--- src/gpiop_pkg.sv ---
// Register map, reset values and encodings for the general I/O port block
`default_nettype none
package gpiop_pkg;
  localparam int unsigned PORT_W = 8;
  localparam int unsigned ADDR_W = 8;
  // Register offsets
  localparam logic [7:0] OFS_DATA = 8'h00;
  localparam logic [7:0] OFS_DIR = 8'h01;
  localparam logic [7:0] OFS_OPT = 8'h02;
  localparam logic [7:0] OFS_SENS = 8'h03;
  localparam logic [7:0] OFS_SEL = 8'h04;
  localparam logic [7:0] OFS_STAT = 8'h05;
  // Reset values
  localparam logic [7:0] RST_DATA = 8'hFF;
  localparam logic [7:0] RST_DIR = 8'h00;
  localparam logic [7:0] RST_OPT = 8'h40;
  localparam logic [1:0] RST_SENS = 2'h0;
  localparam logic [1:0] RST_SEL = 2'h0;
  // Pins able to raise the external request
  localparam logic [7:0] IRQ_PIN_MASK = 8'h7E;
  // Field positions
  localparam int unsigned SENS_LSB = 0;
  localparam int unsigned SEL_LSB = 0;
  localparam int unsigned STAT_PEND_BIT = 0;
  // Sensitivity encoding
  typedef enum logic [1:0] {
    GPIOP_SENS_FALL_LOW = 2'h0,
    GPIOP_SENS_RISE = 2'h1,
    GPIOP_SENS_FALL = 2'h2,
    GPIOP_SENS_BOTH = 2'h3
  } gpiop_sens_t;
endpackage : gpiop_pkg
`default_nettype wire

--- src/gpiop_sync.sv ---
// Two-stage synchroniser for asynchronous pin levels
`default_nettype none
module gpiop_sync #(
  parameter int unsigned WIDTH = 8
) (
  input wire logic core_clk,
  input wire logic reset_n,
  input wire logic [WIDTH-1:0] async_in,
  output logic [WIDTH-1:0] sync_out
);
  logic [WIDTH-1:0] meta_q;
  logic [WIDTH-1:0] meta_d;
  logic [WIDTH-1:0] sync_q;
  logic [WIDTH-1:0] sync_d;

  // First stage feeds only the second stage
  always_comb begin
    meta_d = async_in;
    sync_d = meta_q;
  end

  always_ff @(posedge core_clk) begin
    if (!reset_n) begin
      meta_q <= '0;
      sync_q <= '0;
    end else begin
      meta_q <= meta_d;
      sync_q <= sync_d;
    end
  end

  assign sync_out = sync_q;
endmodule : gpiop_sync
`default_nettype wire

--- src/gpiop_port.sv ---
// General-purpose 8-bit I/O port with external interrupt and alternate functions
// How it works
// - One port of eight pins, each pin input or output on its own.
// - Bit x of data, direction and option registers controls pin x.
// - Direction zero makes an input; reading data returns sampled pin level.
// - Writing data of an input pin only updates the latch.
// - Input option zero floats, option one enables the pull-up.
// - Direction one drives the latch out; reading data returns the latch.
// - Output option one push-pull, zero open-drain; zero drives low always.
// - Capable input pins raise the external request when pin select is nonzero.
// - Sensitivity register picks falling, rising, both, or falling plus low level.
// - Vector fetch clears the request latch unless an event hits in the same cycle.
// - A write changing sensitivity discards any pending request.
// - Request reaches the CPU only when configured and global mask clear.
// - Low-power modes leave port alone; external request wakes the device.
// - Peripheral output enable overrides direction and data of the pin.
// - Input pin with alternate output reads back the alternate level.
// - Output pin feeds the latch value to the alternate input.
// - With pin select nonzero, option zero floats and one pulls up, both interrupting.
// - Reset: data all ones, direction zero, option 0x40.
`default_nettype none
module gpiop_port (
  input wire logic core_clk,
  input wire logic reset_n,
  input wire logic [7:0] reg_addr,
  input wire logic [7:0] reg_wdata,
  input wire logic reg_wr,
  input wire logic reg_rd,
  output logic [7:0] reg_rdata,
  input wire logic [7:0] pin_in,
  output logic [7:0] pin_out,
  output logic [7:0] pin_oe,
  output logic [7:0] pin_pullup_en,
  input wire logic [7:0] alt_out_en,
  input wire logic [7:0] alt_out,
  output logic [7:0] alt_in,
  input wire logic cpu_irq_mask,
  input wire logic vector_fetch,
  output logic ext_irq_req,
  output logic wake_req
);
  logic [7:0] data_q, data_d;
  logic [7:0] dir_q, dir_d;
  logic [7:0] opt_q, opt_d;
  logic [1:0] sens_q, sens_d;
  logic [1:0] sel_q, sel_d;
  logic pend_q, pend_d;
  logic [7:0] prev_q, prev_d;
  logic [7:0] rdata_q, rdata_d;
  logic [7:0] pin_s;
  logic [7:0] irq_en;
  logic [7:0] rise;
  logic [7:0] fall;
  logic [7:0] port_rd;
  logic event_hit;
  logic sens_change;

  // Pins are asynchronous to core_clk
  gpiop_sync #(.WIDTH(8)) u_sync (
    .core_clk(core_clk),
    .reset_n(reset_n),
    .async_in(pin_in),
    .sync_out(pin_s)
  );

  // Per-pin pad and readback logic
  for (genvar i = 0; i < 8; i++) begin : g_pin
    always_comb begin
      if (alt_out_en[i]) begin
        pin_out[i] = alt_out[i];
        pin_oe[i] = 1'b1;
      end else if (dir_q[i]) begin
        pin_out[i] = 1'b0;
        pin_oe[i] = opt_q[i] | ~data_q[i];
        if (opt_q[i]) begin
          pin_out[i] = data_q[i];
        end
      end else begin
        pin_out[i] = 1'b0;
        pin_oe[i] = 1'b0;
      end
      pin_pullup_en[i] = ~dir_q[i] & ~alt_out_en[i] & opt_q[i];
      if (dir_q[i]) begin
        port_rd[i] = data_q[i];
      end else if (alt_out_en[i]) begin
        port_rd[i] = alt_out[i];
      end else begin
        port_rd[i] = pin_s[i];
      end
      alt_in[i] = dir_q[i] ? data_q[i] : pin_s[i];
      irq_en[i] = ~dir_q[i] & gpiop_pkg::IRQ_PIN_MASK[i] & (sel_q != 2'h0);
      rise[i] = irq_en[i] & pin_s[i] & ~prev_q[i];
      fall[i] = irq_en[i] & ~pin_s[i] & prev_q[i];
    end
  end

  // Event detection per sensitivity
  always_comb begin
    unique case (gpiop_pkg::gpiop_sens_t'(sens_q))
      gpiop_pkg::GPIOP_SENS_FALL_LOW: event_hit = |(irq_en & ~pin_s);
      gpiop_pkg::GPIOP_SENS_RISE: event_hit = |rise;
      gpiop_pkg::GPIOP_SENS_FALL: event_hit = |fall;
      gpiop_pkg::GPIOP_SENS_BOTH: event_hit = |(rise | fall);
    endcase
  end

  assign sens_change = reg_wr && reg_addr == gpiop_pkg::OFS_SENS
    && reg_wdata[gpiop_pkg::SENS_LSB +: 2] != sens_q;

  // Register file and request latch
  always_comb begin
    data_d = data_q;
    dir_d = dir_q;
    opt_d = opt_q;
    sens_d = sens_q;
    sel_d = sel_q;
    prev_d = pin_s;
    rdata_d = 8'h00;
    if (reg_wr) begin
      unique case (reg_addr)
        gpiop_pkg::OFS_DATA: data_d = reg_wdata;
        gpiop_pkg::OFS_DIR: dir_d = reg_wdata;
        gpiop_pkg::OFS_OPT: opt_d = reg_wdata;
        gpiop_pkg::OFS_SENS: sens_d = reg_wdata[gpiop_pkg::SENS_LSB +: 2];
        gpiop_pkg::OFS_SEL: sel_d = reg_wdata[gpiop_pkg::SEL_LSB +: 2];
        default: ;
      endcase
    end
    if (reg_rd) begin
      unique case (reg_addr)
        gpiop_pkg::OFS_DATA: rdata_d = port_rd;
        gpiop_pkg::OFS_DIR: rdata_d = dir_q;
        gpiop_pkg::OFS_OPT: rdata_d = opt_q;
        gpiop_pkg::OFS_SENS: rdata_d = {6'h00, sens_q};
        gpiop_pkg::OFS_SEL: rdata_d = {6'h00, sel_q};
        gpiop_pkg::OFS_STAT: rdata_d = {7'h00, pend_q};
        default: rdata_d = 8'h00;
      endcase
    end
    // Set beats a vector fetch in the same cycle; a sensitivity change wins over both
    pend_d = pend_q;
    if (vector_fetch) begin
      pend_d = 1'b0;
    end
    if (event_hit) begin
      pend_d = 1'b1;
    end
    if (sens_change) begin
      pend_d = 1'b0;
    end
  end

  always_ff @(posedge core_clk) begin
    if (!reset_n) begin
      data_q <= gpiop_pkg::RST_DATA;
      dir_q <= gpiop_pkg::RST_DIR;
      opt_q <= gpiop_pkg::RST_OPT;
      sens_q <= gpiop_pkg::RST_SENS;
      sel_q <= gpiop_pkg::RST_SEL;
      pend_q <= 1'b0;
      prev_q <= 8'h00;
      rdata_q <= 8'h00;
    end else begin
      data_q <= data_d;
      dir_q <= dir_d;
      opt_q <= opt_d;
      sens_q <= sens_d;
      sel_q <= sel_d;
      pend_q <= pend_d;
      prev_q <= prev_d;
      rdata_q <= rdata_d;
    end
  end

  assign reg_rdata = rdata_q;
  // Wake ignores the global mask so a masked CPU still leaves WAIT or HALT
  assign ext_irq_req = pend_q & (|irq_en) & ~cpu_irq_mask;
  assign wake_req = pend_q & (|irq_en);
endmodule : gpiop_port
`default_nettype wire

--- config.mk ---
export PLATFORM = sky130hd
export DESIGN_NAME = gpiop_port
export DESIGN_NICKNAME = d
export VERILOG_FILES = /design/src/gpiop_pkg.sv /design/src/gpiop_sync.sv /design/src/gpiop_port.sv
export SDC_FILE = /design/constraint.sdc
export NUM_CORES = 1
export LEC_CHECK = 0
export BUFFER_PORTS_ARGS = -buffer_cell sky130_fd_sc_hd__buf_2
export CORE_UTILIZATION = 55
export DETAILED_ROUTE_END_ITERATION = 6
export PLACE_DENSITY = 0.84
export SLEW_MARGIN = 5
export SYNTH_ARGS = -nofsm -noshare
export SYNTH_HDL_FRONTEND = slang
export SYNTH_SLANG_ARGS = --single-unit
--- constraint.sdc ---
create_clock -name core_clk -period 3.9 [get_ports core_clk]
set_clock_uncertainty 0.05 [all_clocks]
set_input_delay 0.78 -clock core_clk [delete_from_list [all_inputs] [get_ports core_clk]]
set_output_delay 0.78 -clock core_clk [all_outputs]
set_load 0.03 [all_outputs]
# After elaboration in Yosys (flattened, before gate mapping)
# Index checks and enable logic that the tools add are counted.
[op_classes]
bitwise = 97
mux = 68
eq_ne = 9
n_reduce_logical = 18
[op_table]
columns = ["cell", "count"]
rows = [
  ["1-bit 2-to-1 mux", 66],
  ["1-bit bitwise AND", 48],
  ["8-bit one-hot mux with 6 select lines", 1],
  ["1-bit inverter", 38],
  ["6-bit OR reduction", 3],
  ["8-bit by 2-bit equality test with 1-bit output, second input constant", 2],
  ["8-bit by 3-bit equality test with 1-bit output, second input constant", 2],
  ["8-bit OR reduction", 2],
  ["2-bit AND reduction", 6],
  ["7-bit by 8-bit bitwise AND with 8-bit output", 1],
  ["8-bit by 1-bit equality test with 1-bit output, second input constant", 1],
  ["8-bit logical NOT", 1],
  ["8-bit inverter", 1],
  ["1-bit bitwise OR", 8],
  ["7-bit bitwise OR", 1],
  ["2-bit equality test, second input constant", 2],
  ["1-bit one-hot mux with 4 select lines", 1],
  ["2-bit nonzero test", 2],
  ["2-bit by 1-bit equality test with 1-bit output, second input constant", 1],
  ["1-bit logical AND", 2],
  ["2-bit logical NOT", 1],
  ["2-bit != test", 1],
  ["2-bit OR reduction", 1],
]
[totals]
output_inout_bits = 42
inputBits = 46
elab_cells = 202
reg_bits = 60

# Logic depth before layout (Yosys ltp)
# Gate-level depths: netlist of run 1.
[logic_depth]
ltp_word = 8
ltp_mapped = 6
depth_no_buf = 4

# Cells and area by module
# A second synthesis of run 1 with hierarchy kept.
[hier_totals]
hier_cells = 344
area_unflattened_um2 = 2950.3
[by_module_without_submodules]
columns = ["module", "seq_area_each_um2", "area_per_inst_um2", "instances", "cells_per_inst"]
rows = [
  ["gpiop_port", 860.8, 2503.7, 1, 311],
  ["gpiop_sync", 320.3, 446.7, 1, 33],
]

# Worst setup path before layout of run 1
# Ideal clock, no wire load.
[synth_path]
kind = "input to output"
start = "input port alt_out_en[0]"
end = "output port pin_out[0]"
cell_stages = 2
arrival_ns = 1.615
required_time_ns = 3.070
path_buffers = 0
slack_ns = 1.455
cell_sequence = "nand2b_1 o21ai_0"
[synth_via]
elab_chain_cells = 1
[synth_lines]
columns = ["element", "line", "rtl"]
rows = [
  ["start, declared", "gpiop_port.sv:34", "input wire logic [7:0] alt_out_en,"],
  ["1-bit 2-to-1 mux", "gpiop_port.sv:69", "if (alt_out_en[i]) begin"],
  ["end, declared", "gpiop_port.sv:31", "output logic [7:0] pin_out,"],
]
# Every way passes these cells.

# Worst setup path in the final report of run 1
[layout_path]
start = "register dir_q[2]"
end = "output port ext_irq_req"
[layout_via]
elab_chain_cells = 5
[layout_lines]
columns = ["element", "line", "rtl"]
rows = [
  ["start, declared", "gpiop_port.sv:43", "logic [7:0] dir_q, dir_d;"],
  ["start signal, assigned", "gpiop_port.sv:156", "dir_q <= gpiop_pkg::RST_DIR;"],
  ["start signal, assigned", "gpiop_port.sv:165", "dir_q <= dir_d;"],
  ["1-bit inverter", "gpiop_port.sv:91", "irq_en[i] = ~dir_q[i] & gpiop_pkg::IRQ_PIN_MASK[i] & (sel_q != 2'h0);"],
  ["1-bit bitwise AND", "gpiop_port.sv:91", ""],
  ["6-bit OR reduction", "gpiop_port.sv:177", "assign ext_irq_req = pend_q & (|irq_en) & ~cpu_irq_mask;"],
  ["1-bit bitwise AND (2 in a row)", "gpiop_port.sv:177", ""],
  ["end, declared", "gpiop_port.sv:39", "output logic ext_irq_req,"],
]
# Every way passes these cells.

==> flow_summary.yaml, run 1 <==
layout:
  layout_commonest_cell: "buf_2"
  instances_no_fill: 489
  final_layout_size_suffix_gt1_share_pct: 25.83
  final_nets: 463
  area_delta_synth_final_pct: 23.25
  seq_area_um2: 1181
  multi_input_area_um2: 1612
  n_fill_cell: 380
  layout_common_cells: "87 x buf_2, 59 x dfxtp_1, 42 x nand2_1, 35 x mux2i_1, 28 x nand2b_1"
  antenna-diode-count: 0
clocking:
  post_cts_buffers: 0
  postCtsHoldBufs: 0
  clock_sinks: 59
  root_buffer: "clkbuf_8"
  cts_tree: "yes"
  ctsResizeCount: 0
  cts_buffers: 9
  max-clock-path-buffers: 2
  worstSkewPairLatency_ns: 0.34
  htree_num_levels: 3
  path_clk_slew_ns: 0.07
die:
  placementRows: 25
  start_util_pct: 59.10
  die_y_um: 74.42
  design.die.area_um2: 5538
  io_pins: 88
  die_w_um: 74.42
  core_um2: 4880
setup_path:
  r2r-start: "dir_q[2]"
  setup.worst_path.start_class: "register"
  cp_slowest_cell: "dfxtp_1"
  crit_arrival_ns: 1.66
  endpoint_kind: "output port"
  crit_family: "flip-flops"
  crit_chain: "nand4_1 -> o311a_1 -> nor2b_1 -> buf_2"
  worstSetupPathType: "register to output port"
  worstPathBufferInverterCount: 1
  r2r_slack_ns: 2.20
  reg2regPathDepth: 4
  worst_path_largest_cell_delay_ns: 0.53
  cp.required_ns: 3.07
  path_max_fanout: 10
  timing.rr.end: "pend_q"
global_route:
  grt_pass1_wl_um: 10730
  grt_antenna_before_repair: 0
  grt_max_degree: 54
  grt_pass1_vias: 2373
  track_usage_pct: 25.95
  grt_overflow: 0
sta:
  relSlewSlack_pct: 52.46
  grt_setup_unrepaired: "no"
  tightestPinTransition_ns: 0.7130
  final-max-slew-violation-count: 0
  final.min_clock_period_ns: 2.487
  hold_viol: 0
  fmax_ghz: 0.4021
  finalSetupTns_ns: 0
  min_period_over_period_pct: 63.77
  setup_violations: 0
synthesis:
  synth_area_um2: 2884
  ys_types: 34
  synthCells: 336
  yosys.area.top_type: "dfxtp_1"
  syn_area_per_cell_um2: 8.583
  ys_seq_elements: 59
  ys_top_cells_by_area: "dfxtp_1 41%, mux2i_1 12%, nand2b_1 6.1%"
  ys_seq_area_share_pct: 40.95
  yosys.area.top_type_share_pct: 40.95
  syn-num-nets: 382
  ys.warnings.count: 0
min_path:
  hold_depth: 1
  holdCritPathClass: "register to register"
  hold_start: "u_sync.meta_q[7]"
  hold_path_end: "u_sync.sync_out[7]"
placement:
  dp_hpwl_um: 4921
  io_buffers: 87
  post-place-cells: 473
  gp_congestion: 0.8550
run:
  drv_cap: 0
pwr:
  vdd.ir_drop.worst_v: 0.0003216
  totalPowerFinal_mw: 1.348
  power_density_nw_per_um2: 379.2
  leakage_nw: 1.688
drt:
  dr.pass1.iters: 4
  ant_nets: 0
  vias_per_cell: 5.483
  first_iter_violations: 118
  wirelength_um: 6822
  vias: 2681
  drc: 0
  post_drt_wl_per_cell_um: 13.95
outcome:
  status: "completed"
-- flip-flops by register name (all words and copies together) (netlist names), 6 cells and up --
signal / count
data_q: 8
dir_q: 8
opt_q: 8
reg_rdata: 8
u_sync.meta_q: 8
u_sync.sync_out: 8
prev_q: 6
-- final cells by class --
| cell class | instances | area share (%) |
|---|---|---|
| clock inverter | 7 | 2.605 |
| inverter | 7 | 0.7392 |
| clock buffer | 9 | 3.485 |
| tap | 67 | 2.358 |
| sequential | 59 | 33.23 |
| multi-input combinational | 253 | 45.34 |
| timing repair buffer | 87 | 12.25 |
-- how the worst max path moves through the flow --
| stage | cells after the start | end | from |
|---|---|---|---|
| final | 4 | ext_irq_req | dir_q[2] |
| after global routing | 4 | ext_irq_req | dir_q[2] |
| after CTS | 4 | ext_irq_req | dir_q[2] |
| after detailed placement | 5 | data_q[4] | reg_addr[0] |
| after global placement | 5 | data_q[4] | reg_addr[0] |
| after floorplan | 2 | pin_out[0] | alt_out_en[0] |
-- logic make-up after synthesis --
kind of cell / count (synthesis) / synth area share [%]
compound gates: 59 / 13.28
xor+xnor: 2 / 0.6075
buf+inv: 24 / 3.167
flops: 59 / 40.95
mux: 36 / 12.54
simple gates: 156 / 29.46
-- per-layer routing --
metal / vias to the layer above / share of wire, % / track usage [%]
li1: 1309 / - / -
met2: 108 / 48 / 41.44
met1: 1248 / 44 / 31.90
met5: - / 0 / 0
met4: 0 / 1.6 / 12.58
met3: 16 / 6.4 / 7.859
-- power by group --
| group | leakage (nW) | internal [mW] | switching (mW) |
|---|---|---|---|
| logic | 1.11 | 0.0519 | 0.0782 |
| clock network | 0.101 | 0.357 | 0.243 |
| registers | 0.480 | 0.612 | 0.00604 |
-- cell usage after synthesis (all sizes together) --
cell / number
a21o: 8
a21oi: 7
a22oi: 4
a311oi: 3
a31oi: 2
and2: 25
buf: 1
clkbuf: 16
dfxtp: 59
inv: 7
mux2: 1
mux2i: 35
nand2: 42
nand2b: 28
nand3b: 2
nand4: 4
nand4b: 1
nor2: 19
nor2b: 26
nor3: 3
nor4: 2
o211a: 1
o21a: 1
o21ai: 18
o22ai: 7
o311a: 3
o31ai: 5
or2: 1
or3: 1
or3b: 1
or4: 1
xor2: 2
-- stage by stage --
step           worst slack [ns]  instance area [um^2]  utilization [%]  hold WS, ns
4_1_cts                   1.403                  3555            72.85       0.3856
3_3_place_gp              1.319                  3338            68.41       0.3635
5_1_grt                   1.312                  3555            72.85       0.3954
3_5_place_dp              1.266                  3338            68.41       0.3702
2_1_floorplan             1.455                  2884                -       0.3619
6_report                  1.413                  3555            72.85       0.3826
Power figures use the tool's default switching activity.
==> run 2, diff against run 1 <==
--- a/config.mk
+++ b/config.mk
@@ -6,9 +6,9 @@
 export NUM_CORES = 1
 export LEC_CHECK = 0
 export BUFFER_PORTS_ARGS = -buffer_cell sky130_fd_sc_hd__buf_2
-export CORE_UTILIZATION = 55
+export CORE_UTILIZATION = 46
 export DETAILED_ROUTE_END_ITERATION = 6
-export PLACE_DENSITY = 0.84
+export PLACE_DENSITY = 0.75
 export SLEW_MARGIN = 5
 export SYNTH_ARGS = -nofsm -noshare
 export SYNTH_HDL_FRONTEND = slang
==> constraint.sdc (replaced) <==
create_clock -name core_clk -period 2.2 [get_ports core_clk]
set_clock_uncertainty 0.05 [all_clocks]
set_input_delay 0.44 -clock core_clk [delete_from_list [all_inputs] [get_ports core_clk]]
set_output_delay 0.44 -clock core_clk [all_outputs]
set_load 0.03 [all_outputs]
==> flow_summary.yaml, run 2 (synthesis results as in run 1) <==
outcome:
  status: "completed"
clocking:
  clock_sinks: 59
  htree_num_levels: 3
  path_clk_slew_ns: 0.06
  root_buffer: "clkbuf_8"
  worstSkewPairLatency_ns: 0.34
  cts_buffers: 9
  postCtsHoldBufs: 0
  post_cts_buffers: 0
  cts_tree: "yes"
  max-clock-path-buffers: 2
die:
  die_w_um: 81.18
  io_pins: 88
  core_um2: 5991
  placementRows: 28
  die_y_um: 81.18
  design.die.area_um2: 6590
  start_util_pct: 48.14
drt:
  first_iter_violations: 160
  post_drt_wl_per_cell_um: 14.08
  vias: 2684
  dr.pass1.iters: 4
  wirelength_um: 7110
  drc: 0
  ant_nets: 0
  vias_per_cell: 5.315
sta:
  min_period_over_period_pct: 95.00
  grt_setup_unrepaired: "no"
  final.min_clock_period_ns: 2.090
  fmax_ghz: 0.4785
  setup_violations: 0
  finalSetupTns_ns: 0
  relSlewSlack_pct: 68.91
  hold_viol: 0
  final-max-slew-violation-count: 0
  tightestPinTransition_ns: 0.4625
layout:
  multi_input_area_um2: 1612
  layout_commonest_cell: "buf_2"
  layout_common_cells: "87 x buf_2, 55 x dfxtp_1, 42 x nand2_1, 35 x mux2i_1, 28 x nand2b_1"
  antenna-diode-count: 0
  seq_area_um2: 1186
  area_delta_synth_final_pct: 24.34
  final_layout_size_suffix_gt1_share_pct: 27.44
  n_fill_cell: 549
  final_nets: 471
setup_path:
  endpoint_kind: "output port"
  crit_arrival_ns: 1.60
  path_max_fanout: 8
  crit_chain: "nand4_1 -> o311a_1 -> nor2b_1 -> buf_2"
  worst_path_largest_cell_delay_ns: 0.50
  crit_family: "flip-flops"
  cp_slowest_cell: "dfxtp_1"
  worstPathBufferInverterCount: 1
  setup.worst_path.start_class: "register"
  cp.required_ns: 1.71
  worstSetupPathType: "register to output port"
run:
  drv_cap: 0
pwr:
  leakage_nw: 1.717
  totalPowerFinal_mw: 2.193
  vdd.ir_drop.worst_v: 0.0003484
  power_density_nw_per_um2: 611.5
placement:
  io_buffers: 87
  dp_hpwl_um: 5221
  gp_congestion: 0.8654
global_route:
  track_usage_pct: 22.68
  grt_max_degree: 27
  grt_antenna_before_repair: 0
  grt_pass1_wl_um: 11010
  grt_pass1_vias: 2341
  grt_overflow: 0
min_path:
  holdCritPathClass: "input port to register"
==> run 2: cell count changes in the layout (fill, tap and decap cells not counted), sizes merged <==
cell,previous run,this run
clkbuf,9,14
buf,87,95
bufinv,2,0
clkinvlp,3,0
==> run 2: power by group <==
part | leakage [nW] | switching [mW] | internal, mW
logic | 1.14 | 0.139 | 0.0952
clock network | 0.0905 | 0.395 | 0.467
registers | 0.482 | 0.0111 | 1.09
==> run 2: path summary, 6_finish.rpt <==
| kind | startpoint | endpoint | slack, ns | depth (start not counted) |
|---|---|---|---|---|
| worst max-delay path | dir_q[2] | ext_irq_req | 0.11 | 4 |
| worst min-delay path | pin_in[1] | u_sync.meta_q[1] | 0.26 | 2 |
| worst max register to register | dir_q[2] | pend_q | 0.44 | 5 |
| worst min register to register | u_sync.meta_q[3] | u_sync.sync_out[3] | 0.38 | 1 |
==> run 2: worst reg2reg max path, cell delays in order, from the launching register on <==
cell and delay [ns]:
dfxtp_1 0.50, buf_4 0.20, nand2b_1 0.18, o22ai_1 0.10, o311a_1 0.29, o311a_1 0.33
==> run 2: what timing repair did <==
item,CTS,global route
resized for setup,0,4
hold endpoints to repair,0,0
setup endpoints to repair,0,1
==> run 2: area by class of cell <==
class                           instances  share of cell area (%)
Timing Repair Buffer                   95                   13.82
Clock inverter                          2                  0.2791
Tap cell                               75                   2.617
Sequential cell                        59                   33.08
Clock buffer                           14                   4.536
Inverter                                7                  0.7327
Multi-Input combinational cell        253                   44.94
==> run 2: through the flow <==
step / setup slack (ns) / std cells / cell area (um^2) / hold slack, ns / utilization [%]
floorplan: 0.2973 / 336 / 2884 / 0.3619 / -
detailed placement: 0.1128 / 489 / 3408 / 0.3669 / 56.89
finish: 0.1100 / 505 / 3586 / 0.2560 / 59.86
global placement: 0.1938 / 489 / 3408 / 0.3633 / 56.89
CTS: 0.05054 / 505 / 3581 / 0.2469 / 59.77
global route: 0.02848 / 505 / 3586 / 0.2538 / 59.86
==> run 2: metal layers <==
layer | GRT usage, % | part of all wire (%) | vias to the layer above
met1 | 28.85 | 44 | 1241
li1 | - | - | 1333
met5 | 0 | 0 | -
met2 | 35.80 | 48 | 98
met3 | 5.393 | 6.9 | 12
met4 | 11.07 | 1.2 | 0
==> run 3, diff against run 2 <==
--- a/config.mk
+++ b/config.mk
@@ -6,9 +6,10 @@
 export NUM_CORES = 1
 export LEC_CHECK = 0
 export BUFFER_PORTS_ARGS = -buffer_cell sky130_fd_sc_hd__buf_2
-export CORE_UTILIZATION = 46
+export CORE_MARGIN = 2
+export CORE_UTILIZATION = 30
 export DETAILED_ROUTE_END_ITERATION = 6
-export PLACE_DENSITY = 0.75
+export PLACE_DENSITY = 0.52
 export SLEW_MARGIN = 5
 export SYNTH_ARGS = -nofsm -noshare
 export SYNTH_HDL_FRONTEND = slang
==> flow_summary.yaml, run 3 (synthesis results as in run 1) <==
layout:
  area_delta_synth_final_pct: 26.81
  multi_input_area_um2: 1612
  layout_common_cells: "87 x buf_2, 54 x dfxtp_1, 42 x nand2_1, 35 x mux2i_1, 28 x nand2b_1"
  final_nets: 473
  final_layout_size_suffix_gt1_share_pct: 28.07
  layout_commonest_cell: "buf_2"
  seq_area_um2: 1187
  antenna-diode-count: 0
  instances_no_fill: 560
  n_fill_cell: 1013
setup_path:
  cp_slowest_cell: "dfxtp_2"
  endpoint_kind: "output port"
  crit_arrival_ns: 1.52
  worstSetupPathType: "register to output port"
  setup.worst_path.start_class: "register"
  crit_chain: "nand4_1 -> o311a_1 -> nor2b_1 -> buf_2"
  cp.required_ns: 1.71
  worst_path_largest_cell_delay_ns: 0.42
  path_max_fanout: 8
drt:
  drc: 0
  dr.pass1.iters: 4
  vias: 2579
  vias_per_cell: 4.605
  ant_nets: 0
  first_iter_violations: 134
  post_drt_wl_per_cell_um: 13.70
  wirelength_um: 7672
sta:
  min_period_over_period_pct: 91.42
  tightestPinTransition_ns: 0.4719
  relSlewSlack_pct: 68.28
  fin_ws_ns: 0.1887
  setup_violations: 0
  finalSetupTns_ns: 0
  hold_viol: 0
  grt_setup_unrepaired: "no"
  final-max-slew-violation-count: 0
  fmax_ghz: 0.4972
  final.min_clock_period_ns: 2.011
die:
  design.die.area_um2: 10410
  core_um2: 9284
  die_w_um: 102.0
  die_y_um: 102.0
  placementRows: 35
  start_util_pct: 31.06
  io_pins: 88
placement:
  gp_congestion: 0.7707
  preCtsSetupSlack_ns: 0.1211
  dp_hpwl_um: 5895
  post-place-cells: 545
  io_buffers: 87
pwr:
  p_switching_uw: 547.6
  leakage_nw: 1.723
  power_frac_seq_pct: 50.8
  power_density_nw_per_um2: 590.0
  p_int_mw: 1.610
  vdd.ir_drop.worst_v: 0.0003216
  pwr-share-clk_pct: 38.1
  p_comb_share_pct: 11.1
  switching_share_pct: 25.38
global_route:
  track_usage_pct: 15.08
  grt_overflow: 0
  grt_antenna_before_repair: 0
  grt_pass1_wl_um: 12050
  grt_max_degree: 22
  grt_pass1_vias: 2439
clocking:
  htree_num_levels: 3
  clock_sinks: 59
  max-clock-path-buffers: 2
  root_buffer: "clkbuf_8"
  cts_buffers: 9
  post_cts_buffers: 0
  worstSkewPairLatency_ns: 0.33
  cts_tree: "yes"
  path_clk_slew_ns: 0.07
outcome:
  status: "completed"
min_path:
  holdCritPathClass: "input port to register"
run:
  drv_cap: 0
-- run 3: cell types whose count changed in the layout (fill, tap and decap cells not counted) --
cell	previous run	this run
dfxtp_1	55	54
buf_4	8	10
clkinv_2	2	3
dfxtp_2	4	5
clkbuf_8	11	10
clkbuf_1	3	2
-- run 3: layout make-up --
class                           count  share of cell area (%)
Multi-Input combinational cell    253                   44.06
Sequential cell                    59                   32.47
Timing Repair Buffer               97                   13.96
Tap cell                          129                   4.413
Clock buffer                       12                   3.969
Inverter                            7                  0.7184
Clock inverter                      3                  0.4105
-- run 3: power groups by stage --
stage | Combinational, mW | Clock [mW] | Sequential (mW)
floorplan | 0.138 | 0 | 1.12
CTS | 0.242 | 0.855 | 1.10
detailed placement | 0.241 | 0 | 1.12
global placement | 0.238 | 0 | 1.12
global route | 0.261 | 0.904 | 1.10
finish | 0.240 | 0.822 | 1.10
-- run 3: worst max-delay path, delay by kind of cell, from the launching register on --
family,cells,cell delay [ns]
compound gates,1,0.33
buf+inv,1,0.17
flops,1,0.42
simple gates,2,0.26
-- run 3: metrics by stage --
step	utilization (%)	hold slack [ns]	area [um^2]	total power [mW]
after floorplan	-	0.3619	2884	1.254
after global placement	37.60	0.3678	3491	1.358
after detailed placement	37.60	0.3669	3491	1.360
after CTS	39.33	0.2503	3651	2.192
after global routing	39.39	0.2492	3657	2.263
final	39.39	0.2678	3657	2.158
-- run 3: per-layer routing --
layer / vias up / routed length [um] / track usage, %
met5: - / 0 / 0
met4: 0 / 70 / 4.000
met3: 6 / 388 / 4.788
met2: 64 / 3487 / 23.48
met1: 1176 / 3727 / 20.29
li1: 1333 / - / -
-- run 3: what timing repair did --
action / CTS / global route
resized for setup: 0 / 5
hold buffers: 0 / 0
endpoints found under the setup margin: 0 / 1
-- run 3: path summary, 6_finish.rpt --
path / start / endpoint / slack (ns) / cells past startpoint
worst min-delay path: pin_in[7] / u_sync.meta_q[7] / 0.27 / 2
worst max-delay path: dir_q[2] / ext_irq_req / 0.19 / 4
worst min register to register: u_sync.meta_q[3] / u_sync.sync_out[3] / 0.38 / 1
worst max register to register: dir_q[2] / pend_q / 0.55 / 5
